===== src/design/mil_pkg.sv =====
// package: register map, field positions, reset values and carriers for the monitor interrupt logic
package mil_pkg;

   // register offsets (byte addresses on the management bus)
   localparam logic [7:0] MIL_ADDR_PRIMARY_CFG = 8'h00;
   localparam logic [7:0] MIL_ADDR_SECONDARY_CFG = 8'h07;
   localparam logic [7:0] MIL_ADDR_CRIT_FIRST = 8'h0D;
   localparam logic [7:0] MIL_ADDR_CRIT_SECOND = 8'h0E;
   localparam logic [7:0] MIL_ADDR_CRIT_THIRD = 8'h0F;
   localparam logic [7:0] MIL_ADDR_FIRST_STATUS = 8'h20;
   localparam logic [7:0] MIL_ADDR_FOURTH_STATUS = 8'h23;

   // primary configuration fields
   localparam int MIL_P_INT_EN = 1;
   localparam int MIL_P_INT_CLR = 2;
   localparam int MIL_P_OT_EN = 4;
   // secondary configuration fields
   localparam int MIL_S_GPIO_MODE = 0;
   localparam int MIL_S_GPIO_DIR = 6;
   localparam int MIL_S_GPIO_POL = 7;
   // fourth status fields
   localparam int MIL_ST_OT = 3;
   localparam int MIL_ST_CI = 6;
   localparam int MIL_ST_GPIO = 7;

   // fixed hysteresis, degrees per lsb of one
   localparam logic [8:0] MIL_HYST_DEG = 9'h005;
   // fan cycle ends to wait after a clear before the fan latch may set again
   localparam logic [1:0] MIL_FAN_HOLDOFF = 2'h2;
   // reset values and full-scale fan level
   localparam logic [7:0] MIL_CFG_RST = 8'h00;
   localparam logic [7:0] MIL_CRIT_RST = 8'h64;
   localparam logic [7:0] MIL_FULL_SCALE = 8'hFF;

   // register access request from the serial bus front end
   typedef struct packed {
      logic rd; // one-cycle read strobe
      logic wr; // one-cycle write strobe
      logic [7:0] addr; // register offset
      logic [7:0] wdata; // write data
   } mil_reg_req_t;

   // one fan speed result
   typedef struct packed {
      logic valid; // one-cycle strobe
      logic [2:0] sel; // fan number
      logic [7:0] count; // stored counter value
      logic [7:0] limit; // programmed speed limit
   } mil_fan_meas_t;

   // one temperature result
   typedef struct packed {
      logic valid; // one-cycle strobe
      logic [1:0] sel; // sensor 0..2
      logic [7:0] value; // degrees
   } mil_temp_meas_t;

   // whole state of the block
   typedef struct packed {
      logic [7:0] cfg1;
      logic [7:0] cfg3;
      logic [2:0][7:0] crit;
      logic [2:0] hot;
      logic [7:0] fan_stat;
      logic fan_latch;
      logic [1:0] fan_wait;
      logic ot_latch;
      logic ot_stat;
      logic ot_drv;
      logic pin_s1;
      logic pin_s2;
      logic ci_s1;
      logic ci_s2;
      logic gpio_out;
      logic full;
      logic [7:0] pwm;
      logic [7:0] dac;
      logic [7:0] rdata;
   } mil_state_t;

   localparam mil_state_t MIL_STATE_RST = '{
      cfg1: MIL_CFG_RST, cfg3: MIL_CFG_RST,
      crit: {3{MIL_CRIT_RST}}, pin_s1: 1'b1, pin_s2: 1'b1,
      default: '0};

endpackage


===== src/design/mil_core.sv =====
// module: interrupt combining and over-temperature pin logic of the hardware monitor
`timescale 1ns/10ps
// What this block does
// RL1: fan status set only on counter above limit
// RL2: unmasked fan bits ORed set fan latch
// RL3: cleared fan latch waits two fan cycle ends
// RL4: asserted gpio sixteen input sets status bit 7
// RL5: intrusion sets status bit 6
// RL6: gpio and intrusion feed interrupt unlatched
// RL7: interrupt needs enable bit high, clear low
// RL8: first status read clears interrupt and statuses
// RL9: alert response address clears the interrupt
// RL10: clear bit clears the interrupt output
// RL11: over critical drives pin low, fans full
// RL12: over-temperature output needs enable bit 4
// RL13: first over critical, no sensor already hot, sets status bit 3, pin enabled or not
// RL14: only three critical limits drive the pin
// RL15: release only when all sensors 5 below
// RL16: each pin output change raises interrupt once
// RL17: external low on pin forces fans full
// RL18: gpio mode ignores low pin for fans
// RL19: interrupt output is active low
// RL20: pin input synchronised before use
module mil_core
   import mil_pkg::*;
(
   input wire logic ref_clk,
   input wire logic srst,
   input wire mil_reg_req_t reg_req,
   output logic [7:0] reg_rdata,
   input wire logic ara_received,
   input wire mil_fan_meas_t fan_meas,
   input wire logic fan_cycle_end,
   input wire logic [7:0] fan_mask,
   input wire mil_temp_meas_t temp_meas,
   input wire logic [7:0] status4_mask,
   input wire logic intrusion_input,
   input wire logic overtemp_pin_n_in,
   output logic overtemp_pin_n_out,
   output logic overtemp_pin_n_oe_n,
   output logic int_pin_n_out,
   output logic int_pin_n_oe_n,
   input wire logic [7:0] pwm_duty_in,
   input wire logic [7:0] dac_level_in,
   output logic [7:0] pwm_duty_out,
   output logic [7:0] dac_level_out,
   output logic fans_forced,
   output logic [7:0] fan_status
);

   ////////////////////////////////////////////////////////////////////////////////
   // state and decode helpers

   mil_state_t st_reg; // all registered state
   mil_state_t st_next; // next value of all state

   // one decoder shared by writes and the first status read
   function automatic logic hit(input mil_reg_req_t r, input logic [7:0] a);
      hit = (r.addr == a);
   endfunction

   logic clear_evt; // any of the three ways to clear the interrupt
   logic first_rd; // read of the first status register
   logic gpio_mode; // shared pin works as general-purpose pin
   logic gpio_asserted; // general-purpose pin sixteen status bit
   logic src_any; // OR of every interrupt source
   logic int_active; // interrupt pin pulled low
   logic ext_low; // outside party pulls the pin low
   logic ot_now; // next pin drive state from the thermal side
   logic [8:0] t_ext; // widened temperature for the release compare
   logic [8:0] l_ext; // widened limit for the release compare
   logic [7:0] st4_view; // fourth status register as read

   ////////////////////////////////////////////////////////////////////////////////
   // combinational views of the state

   always_comb begin
      first_rd = reg_req.rd && hit(reg_req, MIL_ADDR_FIRST_STATUS);
      // level of the clear bit keeps the fan latch clear while it stays set; a pin drive edge still sets the edge latch
      clear_evt = first_rd || ara_received || st_reg.cfg1[MIL_P_INT_CLR]; // RL8 RL9 RL10
      gpio_mode = st_reg.cfg3[MIL_S_GPIO_MODE];
      // input mode follows the pin, output mode shows the written bit
      if (st_reg.cfg3[MIL_S_GPIO_DIR]) begin
         gpio_asserted = st_reg.gpio_out;
      end else if (gpio_mode) begin
         gpio_asserted = st_reg.cfg3[MIL_S_GPIO_POL] ? st_reg.pin_s2 : !st_reg.pin_s2; // RL4
      end else begin
         gpio_asserted = 1'b0;
      end
      // gpio and intrusion go straight in, no latch to clear
      src_any = st_reg.fan_latch || st_reg.ot_latch
         || (gpio_asserted && !status4_mask[MIL_ST_GPIO])
         || (st_reg.ci_s2 && !status4_mask[MIL_ST_CI]); // RL2 RL6
      int_active = st_reg.cfg1[MIL_P_INT_EN] && !st_reg.cfg1[MIL_P_INT_CLR] && src_any; // RL7
      // only the second stage of the synchroniser is looked at
      ext_low = !st_reg.pin_s2 && !gpio_mode; // RL17 RL18 RL20
      st4_view = '0;
      st4_view[MIL_ST_GPIO] = gpio_asserted; // RL4
      st4_view[MIL_ST_CI] = st_reg.ci_s2; // RL5
      st4_view[MIL_ST_OT] = st_reg.ot_stat;
   end

   ////////////////////////////////////////////////////////////////////////////////
   // next-state logic

   always_comb begin
      st_next = st_reg;
      t_ext = {1'b0, temp_meas.value};
      l_ext = '0;
      ot_now = 1'b0;
      // synchronisers for the two pins from outside
      st_next.pin_s1 = overtemp_pin_n_in; // RL20
      st_next.pin_s2 = st_reg.pin_s1; // RL20
      st_next.ci_s1 = intrusion_input;
      st_next.ci_s2 = st_reg.ci_s1;

      // register writes
      if (reg_req.wr) begin
         if (hit(reg_req, MIL_ADDR_PRIMARY_CFG)) begin
            st_next.cfg1 = reg_req.wdata;
         end
         if (hit(reg_req, MIL_ADDR_SECONDARY_CFG)) begin
            st_next.cfg3 = reg_req.wdata;
         end
         if (hit(reg_req, MIL_ADDR_CRIT_FIRST)) begin
            st_next.crit[0] = reg_req.wdata;
         end
         if (hit(reg_req, MIL_ADDR_CRIT_SECOND)) begin
            st_next.crit[1] = reg_req.wdata;
         end
         if (hit(reg_req, MIL_ADDR_CRIT_THIRD)) begin
            st_next.crit[2] = reg_req.wdata;
         end
         // pin sixteen data bit is writable only as an output
         if (hit(reg_req, MIL_ADDR_FOURTH_STATUS) && st_reg.cfg3[MIL_S_GPIO_DIR]) begin
            st_next.gpio_out = reg_req.wdata[MIL_ST_GPIO];
         end
      end

      // read data, unmapped offsets read zero
      if (reg_req.rd) begin
         unique case (reg_req.addr)
            MIL_ADDR_PRIMARY_CFG: st_next.rdata = st_reg.cfg1;
            MIL_ADDR_SECONDARY_CFG: st_next.rdata = st_reg.cfg3;
            MIL_ADDR_CRIT_FIRST: st_next.rdata = st_reg.crit[0];
            MIL_ADDR_CRIT_SECOND: st_next.rdata = st_reg.crit[1];
            MIL_ADDR_CRIT_THIRD: st_next.rdata = st_reg.crit[2];
            MIL_ADDR_FOURTH_STATUS: st_next.rdata = st4_view;
            default: st_next.rdata = 8'h00;
         endcase
      end

      // first status read wipes the other status bits; a new event below still wins
      if (first_rd) begin
         st_next.fan_stat = '0; // RL8
         st_next.ot_stat = 1'b0; // RL8
      end

      // fan result: underspeed only, otherwise cleared
      if (fan_meas.valid) begin
         st_next.fan_stat[fan_meas.sel] = (fan_meas.count > fan_meas.limit); // RL1
      end

      // fan hold-off counts fan cycle ends after a clear
      if (fan_cycle_end && st_reg.fan_wait != 2'h0) begin
         st_next.fan_wait = st_reg.fan_wait - 2'h1;
      end
      if (clear_evt) begin
         st_next.fan_latch = 1'b0; // RL3
         st_next.fan_wait = MIL_FAN_HOLDOFF; // RL3
      end else if (st_reg.fan_wait == 2'h0 && |(st_reg.fan_stat & ~fan_mask)) begin
         st_next.fan_latch = 1'b1; // RL2
      end

      // temperature result against its own critical limit only
      if (temp_meas.valid && temp_meas.sel != 2'h3) begin
         l_ext = {1'b0, st_reg.crit[temp_meas.sel]}; // RL14
         if (temp_meas.value > st_reg.crit[temp_meas.sel]) begin
            st_next.hot[temp_meas.sel] = 1'b1; // RL11
         end else if (t_ext + MIL_HYST_DEG <= l_ext) begin
            // release needs the full margin; in between the sensor stays hot
            st_next.hot[temp_meas.sel] = 1'b0; // RL15
         end
      end
      // the first exceeded limit, with no sensor already hot, sets the status even with the pin disabled
      if (|st_next.hot && !(|st_reg.hot)) begin
         st_next.ot_stat = 1'b1; // RL13
      end

      // pin drive follows the any-hot flag when the function is enabled
      ot_now = (|st_next.hot) && st_next.cfg1[MIL_P_OT_EN] && !st_next.cfg3[MIL_S_GPIO_MODE]; // RL12
      st_next.ot_drv = ot_now; // RL11
      // edge of the pin drive raises the interrupt once; set wins over clear
      if (ot_now != st_reg.ot_drv && !status4_mask[MIL_ST_OT]) begin
         st_next.ot_latch = 1'b1; // RL16
      end else if (clear_evt) begin
         st_next.ot_latch = 1'b0; // RL16
      end

      // fail-safe cooling: own drive or outside low
      st_next.full = st_reg.ot_drv || ext_low; // RL11 RL17
      st_next.pwm = st_next.full ? MIL_FULL_SCALE : pwm_duty_in; // RL11
      st_next.dac = st_next.full ? MIL_FULL_SCALE : dac_level_in; // RL11
   end

   ////////////////////////////////////////////////////////////////////////////////
   // state register

   always_ff @(posedge ref_clk) begin
      if (srst) begin
         st_reg <= MIL_STATE_RST;
      end else begin
         st_reg <= st_next;
      end
   end

   ////////////////////////////////////////////////////////////////////////////////
   // outputs

   assign reg_rdata = st_reg.rdata;
   assign fan_status = st_reg.fan_stat;
   assign fans_forced = st_reg.full;
   assign pwm_duty_out = st_reg.pwm;
   assign dac_level_out = st_reg.dac;
   // open-drain pins only ever pull low
   assign int_pin_n_out = 1'b0;
   assign int_pin_n_oe_n = !int_active; // RL19
   assign overtemp_pin_n_out = 1'b0;
   // in gpio output mode a low level is the only one driven
   assign overtemp_pin_n_oe_n = gpio_mode
      ? !(st_reg.cfg3[MIL_S_GPIO_DIR]
          && (st_reg.cfg3[MIL_S_GPIO_POL] ? !st_reg.gpio_out : st_reg.gpio_out))
      : !st_reg.ot_drv; // RL11 RL18
endmodule // mil_core


===== config.mk =====
export PLATFORM = sky130hd
export DESIGN_NAME = mil_core
export DESIGN_NICKNAME = d
export VERILOG_FILES = /design/src/design/mil_pkg.sv /design/src/design/mil_core.sv
export SDC_FILE = /design/constraint.sdc
export NUM_CORES = 1
export LEC_CHECK = 0
export BUFFER_PORTS_ARGS = -buffer_cell sky130_fd_sc_hd__buf_2
export CELL_PAD_IN_SITES_DETAIL_PLACEMENT = 1
export CELL_PAD_IN_SITES_GLOBAL_PLACEMENT = 2
export CORE_MARGIN = 3
export CORE_UTILIZATION = 34
export CTS_BUF_LIST = sky130_fd_sc_hd__clkbuf_2 sky130_fd_sc_hd__clkbuf_4 sky130_fd_sc_hd__clkbuf_8
export DETAILED_ROUTE_END_ITERATION = 10
export PLACE_DENSITY = 0.89
export SLEW_MARGIN = 25
export SYNTH_ARGS = -nofsm -noshare
export SYNTH_HDL_FRONTEND = slang
export SYNTH_SLANG_ARGS = --single-unit

===== constraint.sdc =====
create_clock -name ref_clk -period 6.6 [get_ports ref_clk]
set_input_delay 1.98 -clock ref_clk [delete_from_list [all_inputs] [get_ports ref_clk]]
set_output_delay 1.98 -clock ref_clk [all_outputs]
set_load 0.01 [all_outputs]

==> results.cfg <==
[status]
status = finished clean

[global_route]
grt.overflow.total = 0
grt_max_degree = 50
grt_pass1_vias = 4345
antenna_found_initial = 0
grtUsageTotal_pct = 16.9
grt_pass1_wl_um = 21700

[sta]
fin_skew_ns = 0.00616
timing.fmax_mhz = 210
drv_slew = 0
fin_ws_ns = 1.84
relSlewSlack_pct = 33.6
period_needed_ns = 4.76
tns_ns = 0
setup_viol = 0
grt_setup_unrepaired = no
hold_viol_final = 0
hold_slack_ns = 0.444
post-route-period-util_pct = 72.2
worst_pin_slew_ns = 0.991

[finish]
fin_area_mm2 = 0.00541
layout.nets = 750
multi_input_area_mm2 = 0.00254
largest_reg_flops = 49
final_common_cell = buf_2
final_util_pct = 40.1
syn_to_final_growth_pct = 13.0
diodes = 0
drive_gt1_share_pct = 23.2
area.sequential_mm2 = 0.00174
fillCellCount = 1659
finalNonFillerCells = 818
final_cell_mix = 116 x buf_2, 87 x dfxtp_1, 57 x nor2_1

[power_and_ir_drop]
vdd_drop_max_mv = 0.0865
p_total_mw = 1.05
powerDensity_mw_per_mm2 = 195
p_leak_nw = 2.30

[route]
wirelength_um = 13300
avgViaCountPerCell = 5.18
drt_iter0_drc = 145
final_antenna_net_count = 0
drcViolationCount = 0
wire_per_inst_um = 16.3
via_count = 4241
dr.pass1.iters = 6

[critical_path]
path_class = in2out
cp_slowest_stage_delay_ns = 0.27
cp-end-kind = output port
critical-path-slowest-cell = a211oi_1
rr_worst_depth = 11
worstPathRequired_ns = 4.62
crit_top_cell = buf_2
crit_fanout = 1
start_kind = input port
cp_cell_sequence = buf_2 > inv_1 > a211oi_1 > o21ai_0 > nand3b_1 > buf_2
worstPathArrival_ns = 2.78

[clock_network]
clkSlewWorstSetupHoldPaths_ns = 0.09
post_cts_resized = 0
htreeDepth = 3
cts_buffers = 9
clockRootBuffer = clkbuf_8
clock_path_buffers = 2
cts_hold_buf = 0
clock_sinks = 87
cts_setup_buffers = 0
worstSkewPairLatency_ns = 0.37
cts_tree = yes

[synth]
yosysWarnings = 0
synthesis.area_mm2 = 0.00479
synthArstFlopShare_pct = 0
synth_seq_cells = 87
syn_inst = 569
synth_top_area_share_pct = 36.4
synth-seq-area-share_pct = 36.4
synth_flop_cell = dfxtp_1
synth-edff-count = 0
synth_top_cell_by_area = dfxtp_1
syn_avg_cell_area_um2 = 8.41
yosys-top-cells-area = dfxtp_1 36%, ha_1 6.8%, buf_4 5.6%
synth_cell_types = 51

[floorplan]
start_util_pct = 35.4
die_area_mm2 = 0.0155
fp.dieH_um = 125
io_pins = 124
num_rows = 42
core_area_mm2 = 0.0135
die_x_um = 125

[placed_design]
gp_congestion = 0.832
pre_cts_slack_ns = 1.46
placed_cells = 802
port_buffers = 116
placed_cell_area_mm2 = 0.00523
hpwlAfterDp_um = 10300

[min_path]
hold_class = reg2reg
holdPathStages = 1

[job]
drv_cap = 0
==> final timing paths <==
kind	from	end	slack, ns
worst min register to register	st_next[28]$_SDFF_PP1_	st_reg[28]$_SDFF_PP1_	0.44
worst max-delay path	status4_mask[6]	int_pin_n_oe_n	1.84
worst max register to register	st_reg[61]$_SDFFE_PP1P_	st_reg[32]$_SDFFE_PP0P_	3.89
worst min-delay path	st_next[28]$_SDFF_PP1_	st_reg[28]$_SDFF_PP1_	0.44
==> synthesized netlist by cell type, types with 2 or more instances <==
library cell  count
dfxtp_1          87
nor2_1           57
inv_1            37
a21oi_1          36
buf_4            36
nand2_1          33
o21ai_0          32
nand3_1          29
ha_1             26
mux2i_1          25
nor2b_1          24
clkbuf_1         14
a211o_1          10
a22oi_1           9
mux2_2            9
a211oi_1          8
a221oi_1          8
nand4_1           8
buf_1             6
o21a_1            6
xnor2_1           6
buf_2             5
a31oi_1           4
nor3_1            4
o211ai_1          4
o22ai_1           4
a311oi_1          3
and3_1            3
nand2b_1          3
xor2_1            3
a21o_1            2
nand3b_1          2
nor3b_2           2
o2111ai_1         2
o21bai_1          2
o31a_1            2
o31ai_1           2
or2_2             2
or4_1             2
==> report_power, final <==
group	switching [mW]	internal (mW)	total, mW	leakage [nW]
Sequential	0.00680	0.539	0.546	0.710
Clock	0.204	0.150	0.354	0.0983
Combinational	0.0899	0.0633	0.153	1.49
Total	0.301	0.752	1.05	2.30
==> worst max-delay path: cells and delay by family <==
family | cells | cell delay [ns]
buf+inv | 3 | 0.24
simple gates | 1 | 0.12
compound gates | 2 | 0.44
==> layer usage <==
metal / GRT usage [%] / wire [um] / up-vias
met5: 0 / 0 / -
met4: 4.26 / 138 / 0
met3: 4.25 / 686 / 12
met2: 28.0 / 6150 / 108
met1: 22.0 / 6330 / 2026
li1: - / - / 2095
==> logic make-up after synthesis <==
family	Yosys count	share of synthesized area [%]
flip-flops	87	36.4
XOR/XNOR	9	1.65
AND/OR/NAND/NOR	178	18.8
multiplexers	34	7.35
buffers and inverters	98	10.6
adder cells (fa/ha/maj)	26	6.80
AO/OA/AOI/OAI	136	18.3
other	1	0.0784
==> area by class of cell <==
cell class	count	share of cell area, %
multi-input cells	385	46.9
clock inverters	6	0.810
repair buffers	117	10.9
inverters	37	2.57
well taps	176	4.07
flip-flops and latches	87	32.2
clock buffers	10	2.54
No activity file was read; power rests on OpenSTA's default activity.
